## config.mk

```make
export PLATFORM = sky130hd
export DESIGN_NAME = ahb_ctl
export DESIGN_NICKNAME = d
export VERILOG_FILES = /design/src/core/ahb_ctl_pkg.sv /design/src/core/ahb_ctl.sv
export VERILOG_INCLUDE_DIRS = /design/src /design/src/core
export SDC_FILE = /design/constraint.sdc
export NUM_CORES = 1
export LEC_CHECK = 0
export ABC_CLOCK_PERIOD_IN_PS = 3900
export BUFFER_PORTS_ARGS = -buffer_cell sky130_fd_sc_hd__buf_4
export CORE_MARGIN = 2
export CORE_UTILIZATION = 55
export DETAILED_ROUTE_END_ITERATION = 8
export PLACE_DENSITY = 0.77
export SETUP_SLACK_MARGIN = 0.5
export SLEW_MARGIN = 20
export SYNTH_ARGS = -nofsm -noshare
export SYNTH_HDL_FRONTEND = slang
export SYNTH_SLANG_ARGS = --single-unit
export TNS_END_PERCENT = 30
```

## constraint.sdc

```tcl
create_clock -name ref_clk -period 3.9 [get_ports ref_clk]
set_clock_uncertainty 0.05 [all_clocks]
set_input_delay 0.78 -clock ref_clk [delete_from_list [all_inputs] [get_ports ref_clk]]
set_output_delay 0.78 -clock ref_clk [all_outputs]
set_load 0.01 [all_outputs]
```

## src/core/ahb_ctl_defines.svh

```systemverilog
// timing and layout constants for the converter bus control
`ifndef AHB_CTL_DEFINES_SVH
`define AHB_CTL_DEFINES_SVH
`define AHB_CLK_MHZ          250
`define AHB_FAST_T12_NS      9000
`define AHB_FAST_T8_NS       6800
`define AHB_SLOW_T12_NS      11000
`define AHB_SLOW_T8_NS       8300
`define AHB_RES_W            12
`define AHB_CNT_W            16
`define AHB_CNT_ONE          16'h0001
`define AHB_CNT_ZERO         16'h0000
`define AHB_RES_ZERO         12'h000
`define AHB_HI_NIB_MSB       11
`define AHB_HI_NIB_LSB       8
`define AHB_LO_BYTE_MSB      7
`define AHB_LO_BYTE_LSB      0
`define AHB_SHORT_MASK       12'hFF0
`define AHB_NS_PER_US        1000
`define AHB_SYNC_FIRST       0
`define AHB_SYNC_MID         1
`define AHB_SYNC_LAST        2
`define AHB_SYNC_IDLE_LO     3'h0
`define AHB_SYNC_IDLE_HI     3'h7
`define AHB_LVL_LO           1'b0
`define AHB_LVL_HI           1'b1
`define AHB_UPPER_LSB        4
`define AHB_LO_NIB_MSB       3
`endif

```

## src/core/ahb_ctl_pkg.sv

```systemverilog
// types for the converter bus control
package ahb_ctl_pkg;
    typedef enum logic [1:0] {AHB_IDLE, AHB_CONV} ahb_state_t;
    typedef logic [11:0] ahb_word_t;
endpackage

```

## src/core/ahb_ctl.sv

```systemverilog
// converter host bus control: start, busy status and result bus
`timescale 1ns/1ns
`include "ahb_ctl_defines.svh"
// Operation
// - width select high gives 12-bit parallel output, low gives byte-wise 8-bit output
// - select high makes the device ignore all bus activity
// - chip enable low disables; requests only with enable high and select low
// - busy output stays high throughout a conversion, low otherwise
// - fast grade: 12-bit within 9 us, 8-bit within 6.8 us
// - slow grade: 12-bit within 11 us, 8-bit within 8.3 us
// - result left-justified, unsigned fraction 0 to 4095/4096 of full scale
module ahb_ctl
(
    // clock and reset
    input  wire logic                 ref_clk,
    input  wire logic                 nrst,
    input  wire logic                 clk_en,
    // host bus pins
    input  wire logic                 chip_enable,
    input  wire logic                 chip_select_n,
    input  wire logic                 read_convert,
    input  wire logic                 byte_addr_short_cycle,
    input  wire logic                 width_12_sel,
    // speed grade strap, high selects the slower grade
    input  wire logic                 slow_grade,
    // comparator result from the analog core
    input  wire ahb_ctl_pkg::ahb_word_t sample_code,
    // result bus and status
    output logic [`AHB_RES_W-1:0]     result_out,
    output logic [`AHB_RES_W-1:0]     result_oe_n,
    output logic                      conversion_busy
);
    import ahb_ctl_pkg::*;

    localparam logic [`AHB_CNT_W-1:0] CYC_FAST12 = `AHB_CNT_W'((`AHB_FAST_T12_NS * `AHB_CLK_MHZ) / `AHB_NS_PER_US);
    localparam logic [`AHB_CNT_W-1:0] CYC_FAST8  = `AHB_CNT_W'((`AHB_FAST_T8_NS * `AHB_CLK_MHZ) / `AHB_NS_PER_US);
    localparam logic [`AHB_CNT_W-1:0] CYC_SLOW12 = `AHB_CNT_W'((`AHB_SLOW_T12_NS * `AHB_CLK_MHZ) / `AHB_NS_PER_US);
    localparam logic [`AHB_CNT_W-1:0] CYC_SLOW8  = `AHB_CNT_W'((`AHB_SLOW_T8_NS * `AHB_CLK_MHZ) / `AHB_NS_PER_US);

    // three-stage pin synchronisers
    logic [2:0] ce_s_reg;
    logic [2:0] cs_s_reg;
    logic [2:0] rc_s_reg;
    logic [2:0] ao_s_reg;
    logic [2:0] w_s_reg;
    logic [2:0] sg_s_reg;
    logic [2:0] ce_s_next;
    logic [2:0] cs_s_next;
    logic [2:0] rc_s_next;
    logic [2:0] ao_s_next;
    logic [2:0] w_s_next;
    logic [2:0] sg_s_next;
    logic       ce_reg;
    logic       cs_n_reg;
    logic       rc_reg;
    logic       ao_reg;
    logic       w12_reg;
    logic       sg_reg;
    logic       ce_next;
    logic       cs_n_next;
    logic       rc_next;
    logic       ao_next;
    logic       w12_next;
    logic       sg_next;

    function automatic logic settle(input logic [2:0] s, input logic cur);
        settle = (s[`AHB_SYNC_MID] == s[`AHB_SYNC_LAST]) ? s[`AHB_SYNC_LAST] : cur;
    endfunction

    function automatic logic [`AHB_CNT_W-1:0] conv_len(input logic slow, input logic short_c);
        case ({slow, short_c})
            2'b00:   conv_len = CYC_FAST12;
            2'b01:   conv_len = CYC_FAST8;
            2'b10:   conv_len = CYC_SLOW12;
            default: conv_len = CYC_SLOW8;
        endcase
    endfunction

    always_comb
    begin
        ce_s_next = {ce_s_reg[`AHB_SYNC_MID:`AHB_SYNC_FIRST], chip_enable};
        cs_s_next = {cs_s_reg[`AHB_SYNC_MID:`AHB_SYNC_FIRST], chip_select_n};
        rc_s_next = {rc_s_reg[`AHB_SYNC_MID:`AHB_SYNC_FIRST], read_convert};
        ao_s_next = {ao_s_reg[`AHB_SYNC_MID:`AHB_SYNC_FIRST], byte_addr_short_cycle};
        w_s_next  = {w_s_reg[`AHB_SYNC_MID:`AHB_SYNC_FIRST], width_12_sel};
        sg_s_next = {sg_s_reg[`AHB_SYNC_MID:`AHB_SYNC_FIRST], slow_grade};
        ce_next   = settle(ce_s_reg, ce_reg);
        cs_n_next = settle(cs_s_reg, cs_n_reg);
        rc_next   = settle(rc_s_reg, rc_reg);
        ao_next   = settle(ao_s_reg, ao_reg);
        w12_next  = settle(w_s_reg, w12_reg);
        sg_next   = settle(sg_s_reg, sg_reg);
    end

    always_ff @(posedge ref_clk)
    begin
        if (!nrst)
        begin
            ce_s_reg <= `AHB_SYNC_IDLE_LO;
            cs_s_reg <= `AHB_SYNC_IDLE_HI;
            rc_s_reg <= `AHB_SYNC_IDLE_HI;
            ao_s_reg <= `AHB_SYNC_IDLE_LO;
            w_s_reg  <= `AHB_SYNC_IDLE_HI;
            sg_s_reg <= `AHB_SYNC_IDLE_LO;
            ce_reg   <= `AHB_LVL_LO;
            cs_n_reg <= `AHB_LVL_HI;
            rc_reg   <= `AHB_LVL_HI;
            ao_reg   <= `AHB_LVL_LO;
            w12_reg  <= `AHB_LVL_HI;
            sg_reg   <= `AHB_LVL_LO;
        end
        else if (clk_en)
        begin
            ce_s_reg <= ce_s_next;
            cs_s_reg <= cs_s_next;
            rc_s_reg <= rc_s_next;
            ao_s_reg <= ao_s_next;
            w_s_reg  <= w_s_next;
            sg_s_reg <= sg_s_next;
            ce_reg   <= ce_next;
            cs_n_reg <= cs_n_next;
            rc_reg   <= rc_next;
            ao_reg   <= ao_next;
            w12_reg  <= w12_next;
            sg_reg   <= sg_next;
        end
    end

    // conversion control
    ahb_state_t                  state_reg, state_next;
    logic [`AHB_CNT_W-1:0]       cnt_reg, cnt_next;
    logic                        short_reg, short_next;
    ahb_word_t                   data_reg, data_next;
    logic                        access, start_req, prev_start_reg, prev_start_next;
    logic [`AHB_RES_W-1:0]       out_next, oe_n_next;
    logic                        busy_next;

    assign access    = ce_reg && !cs_n_reg;
    assign start_req = access && !rc_reg;

    always_comb
    begin
        state_next = state_reg;
        cnt_next   = cnt_reg;
        short_next = short_reg;
        data_next  = data_reg;
        prev_start_next = start_req;
        case (state_reg)
            AHB_IDLE:
            begin
                // a held start level begins only one conversion
                if (start_req && !prev_start_reg)
                begin
                    state_next = AHB_CONV;
                    short_next = ao_reg;
                    cnt_next   = conv_len(sg_reg, ao_reg);
                end
            end
            AHB_CONV:
            begin
                if (cnt_reg <= `AHB_CNT_ONE)
                begin
                    state_next = AHB_IDLE;
                    cnt_next   = `AHB_CNT_ZERO;
                    // left-justified; short cycle clears the low nibble
                    data_next  = short_reg ? (sample_code & `AHB_SHORT_MASK) : sample_code;
                end
                else
                    cnt_next = cnt_reg - `AHB_CNT_ONE;
            end
            default: state_next = AHB_IDLE;
        endcase
        busy_next = (state_next == AHB_CONV);
        // read enables the bus only while idle
        out_next  = `AHB_RES_ZERO;
        oe_n_next = {`AHB_RES_W{1'b1}};
        if (access && rc_reg && state_reg == AHB_IDLE)
        begin
            if (w12_reg)
            begin
                out_next  = data_reg;
                oe_n_next = `AHB_RES_ZERO;
            end
            else if (!ao_reg)
            begin
                out_next[`AHB_LO_BYTE_MSB:`AHB_LO_BYTE_LSB] = data_reg[`AHB_HI_NIB_MSB:`AHB_UPPER_LSB];
                oe_n_next[`AHB_LO_BYTE_MSB:`AHB_LO_BYTE_LSB] = 8'h00;
            end
            else
            begin
                out_next[`AHB_HI_NIB_MSB:`AHB_HI_NIB_LSB] = data_reg[`AHB_LO_NIB_MSB:`AHB_LO_BYTE_LSB];
                oe_n_next[`AHB_HI_NIB_MSB:`AHB_HI_NIB_LSB] = 4'h0;
            end
        end
    end

    always_ff @(posedge ref_clk)
    begin
        if (!nrst)
        begin
            state_reg       <= AHB_IDLE;
            cnt_reg         <= `AHB_CNT_ZERO;
            short_reg       <= `AHB_LVL_LO;
            data_reg        <= `AHB_RES_ZERO;
            prev_start_reg  <= `AHB_LVL_LO;
            result_out      <= `AHB_RES_ZERO;
            result_oe_n     <= {`AHB_RES_W{1'b1}};
            conversion_busy <= `AHB_LVL_LO;
        end
        else if (clk_en)
        begin
            state_reg       <= state_next;
            cnt_reg         <= cnt_next;
            short_reg       <= short_next;
            data_reg        <= data_next;
            prev_start_reg  <= prev_start_next;
            result_out      <= out_next;
            result_oe_n     <= oe_n_next;
            conversion_busy <= busy_next;
        end
    end
endmodule

```

# After elaboration in Yosys (flattened, before gate mapping)
# Cells that the tools add are included.
# classes
n_lt_le_gt_ge	1
n_eq_ne	11
reduce_logical	20
add_sub_neg	1
n_mux	16
# op_table
cell	count
2-to-1 mux 12 bit	4
case mux 12 bit (3 select lines)	1
2-to-1 mux 16 bit	2
case mux 16 bit (2 select lines)	1
<= comparator 16 x 1 -> 1 bit (second input constant)	1
2-to-1 mux 8 bit	2
subtractor 16 x 1 -> 16 bit (second input constant)	1
2-to-1 mux 4 bit	3
AND reduction 2 bit	6
AND reduction 3 bit	3
== test 1 bit	6
== test 2 x 1 -> 1 bit (second input constant)	3
logical AND 1 bit	5
zero test 2 bit	2
2-to-1 mux 2 bit	2
case mux 2 bit (2 select lines)	1
zero test 1 bit	3
== test 2 bit (second input constant)	1
!= test 2 bit (second input constant)	1
nonzero test 2 bit	1
# totals
reg_bits	81
input_bits	21
output_inout_bits	25
wordCells	69

# Logic depth before layout (Yosys ltp)
# logic_depth
ltp_word	7
ltp_mapped	8
mapped_depth_nobuf	7

# Least setup slack after synthesis
# Ideal clock, no wire load.
# synth_timing
kind	input -> register
start	input port clk_en
end	register cs_s_reg[0]
t_arrival_ps	2136
required_ps	3721
setup_slack_ps	1585
path_stages	5
setup_ps	129
path_buffers	3
cell_sequence	clkbuf_1 > buf_1 > buf_1 > mux2i_1 > nand2_1
# synth_lines
element	line_no	rtl
from (decl)	ahb_ctl.sv:17	input wire logic clk_en,
to (signal assigned)	ahb_ctl.sv:100	cs_s_reg <= `AHB_SYNC_IDLE_HI;
to (signal assigned)	ahb_ctl.sv:115	cs_s_reg <= cs_s_next;
to (decl)	ahb_ctl.sv:42	logic [2:0] cs_s_reg;

# Final worst setup path
# layout_timing
start	register cnt_reg[2]
end	register data_reg[2]
# layout_via
elab_chain_cells	2
# layout_lines
element	line_no	rtl
from (decl)	ahb_ctl.sv:131	logic [`AHB_CNT_W-1:0] cnt_reg, cnt_next;
from (signal assigned)	ahb_ctl.sv:202	cnt_reg <= `AHB_CNT_ZERO;
from (signal assigned)	ahb_ctl.sv:213	cnt_reg <= cnt_next;
<= comparator 16 x 1 -> 1 bit (no line)	-	
AND reduction 3 bit (no line)	-	
to (signal assigned)	ahb_ctl.sv:204	data_reg <= `AHB_RES_ZERO;
to (signal assigned)	ahb_ctl.sv:215	data_reg <= data_next;
to (decl)	ahb_ctl.sv:133	ahb_word_t data_reg, data_next;
# No other way between the ends.
# A chain may end at the register's enable or synchronous reset.

==> run summary <==
status = completed
WS Path Type = reg2reg
Worst slew margin = 39.2%
WHS Path Cells = 2
CTS Buf Count = 9
synth unique cells = 47
first-pass GRT wire length = 11900 µm
routed len/inst = 14.8 µm
Leakage = 1.61 nW
Critical-path top delay cell = nor4b_4
Post-synth EDFFs = 0
CP Capture Type = flip-flop
input/output buffers = 45
Tcrit/Tclk final = 68.2%
Setup crit start kind = flip-flop
Synth top area share = 42.0%
syn nets = 421
Max Buffers Root-to-Sink = 2
clk_lat worst skew = 350 ps
Synth Flop Type = dfxtp_1
critical path peak fanout = 16
postcts setup bufs = 0
Peak VDD IR = 0.000296 V
top cells by area, synth = dfxtp_1 42%, mux2i_1 8.3%, nand2_1 5.9%
count leader, synth = dfxtp_1
max reg flops = 16
Area Growth Syn to Fin = 15.7%
fmax = 0.376 GHz
fill count = 503
final std cells w/o fill = 499
chip width = 82.4 µm
synth cell count leaders = 71 x dfxtp_1, 53 x nand2_1, 31 x a21oi_1
Core ar. = 5920 µm²
crit-path leading delay family = simple AND/OR/NAND/NOR gates
post-layout min period = 2660 ps
TNS Setup = 0 ps
row count = 28
Detailed Place HPWL = 4980 µm
CTS Hold Bufs = 0
nets@finish = 448
vias in the first global route = 2624
initial antenna violation count = 0
Worst Path Buf+Inv = 0
RSZ-0062 raised after global routing = no
via count = 2879
final RePlAce weighted congestion = 0.880
full die area = 6800 µm²
share of cells above drive strength 1 = 16.3%
Slew Limit Fails = 0
Clock Tree Root = clkbuf_8
global-route usage over all layers = 22.9%
CP required = 4130 ps
Residual DRC = 0
Worst R2R Path Depth = 5
register area share after synthesis = 42.0%
CTS sink cnt = 71
clock slew seen by the registers of the worst setup and hold paths = 70 ps
Ys Warns = 0
synthesized instance count = 393
global route overflow = 0
final setup vio count = 0
DRT antenna net count = 0
H-tree lvl count = 3
post-DR vias/cell = 5.77
Ports = 46
CP max stage delay = 610 ps
worst slew pin tran = 910 ps
fraction of registers with async set/reset = 0%
largest net degree at the start of global routing = 36
Hold Crit Class = reg2reg
critical path arrival = 2890 ps
Setup WS pre-CTS = 1280 ps
ANT cells = 0
WP depth = 5
first-pass iteration count of the detailed router = 4
critical-path cell list = or4_4 -> nor4b_4 -> nand4_4 -> or3b_1 -> a21boi_1
placed insts = 484
Die H = 82.4 µm
CTS tree = built
initial DRC count = 246
syn_area_per_cell = 8.61 µm²
initial cell density of the core = 57.2%
#FFs+latches synth = 71
cell area after synthesis = 3380 µm²
post-CTS sizing = 0
cell taking the most area after synthesis = dfxtp_1
Final Hold Viols = 0
pwr dens = 381 nW/µm²
final WL = 7370 µm
# Max-Cap Violations = 0
setup ws final = 1240 ps
-- logic make-up after synthesis --
logic type	after synthesis	synth area share, %
AO/OA/AOI/OAI	99	17.4
adder cells (fa/ha/maj)	7	2.59
buffers and inverters	41	5.73
multiplexers	28	8.28
AND/OR/NAND/NOR	147	24.0
flip-flops	71	42.0
-- path summary, 6_finish.rpt --
check / startpoint / end / slack (ps)
setup / recovery: cnt_reg[2]$_SDFFE_PN0P_ / data_reg[2]$_SDFFE_PN0P_ / 1240
hold reg to reg: result_out[3]$_SDFFE_PN0P_ / result_out[3]$_SDFFE_PN0P_ / 410
hold / removal: result_out[3]$_SDFFE_PN0P_ / result_out[3]$_SDFFE_PN0P_ / 410
setup reg to reg: cnt_reg[2]$_SDFFE_PN0P_ / data_reg[2]$_SDFFE_PN0P_ / 1240
-- through the flow --
step / hold slack [ps] / total power, W / util, % / instance area [µm²]
2_1_floorplan: 384 / 0.000786 / - / 3380
3_3_place_gp: 391 / 0.000807 / 62.2 / 3680
3_5_place_dp: 394 / 0.000809 / 62.2 / 3680
4_1_cts: 411 / 0.00150 / 66.1 / 3920
5_1_grt: 432 / 0.00154 / 66.1 / 3920
6_report: 408 / 0.00149 / 66.1 / 3920
-- cells in the final DEF (no fill, tap or decap), types with 3 or more instances in the layout --
cell type  Yosys  routed
nand2_1       53      53
a21boi_1       4       4
nor2_1        16      16
a21oi_1       31      31
nor4_1         5       5
or3_1          4       4
and2_1         3       3
or3b_1         4       4
mux2i_1       28      28
o21ai_0       29      29
ha_1           7       7
nand2b_1       6       6
o22ai_1        5       5
a31oi_1        5       5
nand3_1        7       7
dfxtp_1       71      71
clkbuf_8       0       9
nor2b_1       20      20
bufinv_16      0       3
nor4b_1        3       3
nor3b_1       10      10
a21boi_0       7       7
buf_4         10      49
nor3_1         6       6
inv_1          8       8
-- power by group --
part	switching (W)	internal, W	leakage, nW
clock	0.000277	0.000424	0.113
combinational	0.0000274	0.0000282	0.928
sequential	0.00000436	0.000731	0.574
-- per-layer routing --
layer  GRT usage (%)  vias up  part of all wire (%)  routed length, µm
met1            29.7     1366                    46               3370
met3            5.76        8                   4.6                339
li1                -     1434                     -                  -
met5               0        -                     0                  0
met4            8.33        0                   1.1                 82
met2            36.8       71                    49               3580
-- area by class of cell --
type | count | area, µm² | share of cell area [%]
tap | 75 | 93.8 | 2.40
multi-input combinational | 281 | 1770 | 45.2
clock buffer | 10 | 128 | 3.26
inverter | 8 | 30.0 | 0.767
sequential | 71 | 1420 | 36.3
timing repair buffer | 49 | 368 | 9.39
clock inverter | 5 | 106 | 2.72
-- worst reg2reg max path, delay by kind of cell, from the launching register on --
| family | cells | cell delay (ps) |
|---|---|---|
| flops | 1 | 360 |
| simple gates | 4 | 2030 |
| compound gates | 1 | 150 |
(Power assumes the default switching activity.)
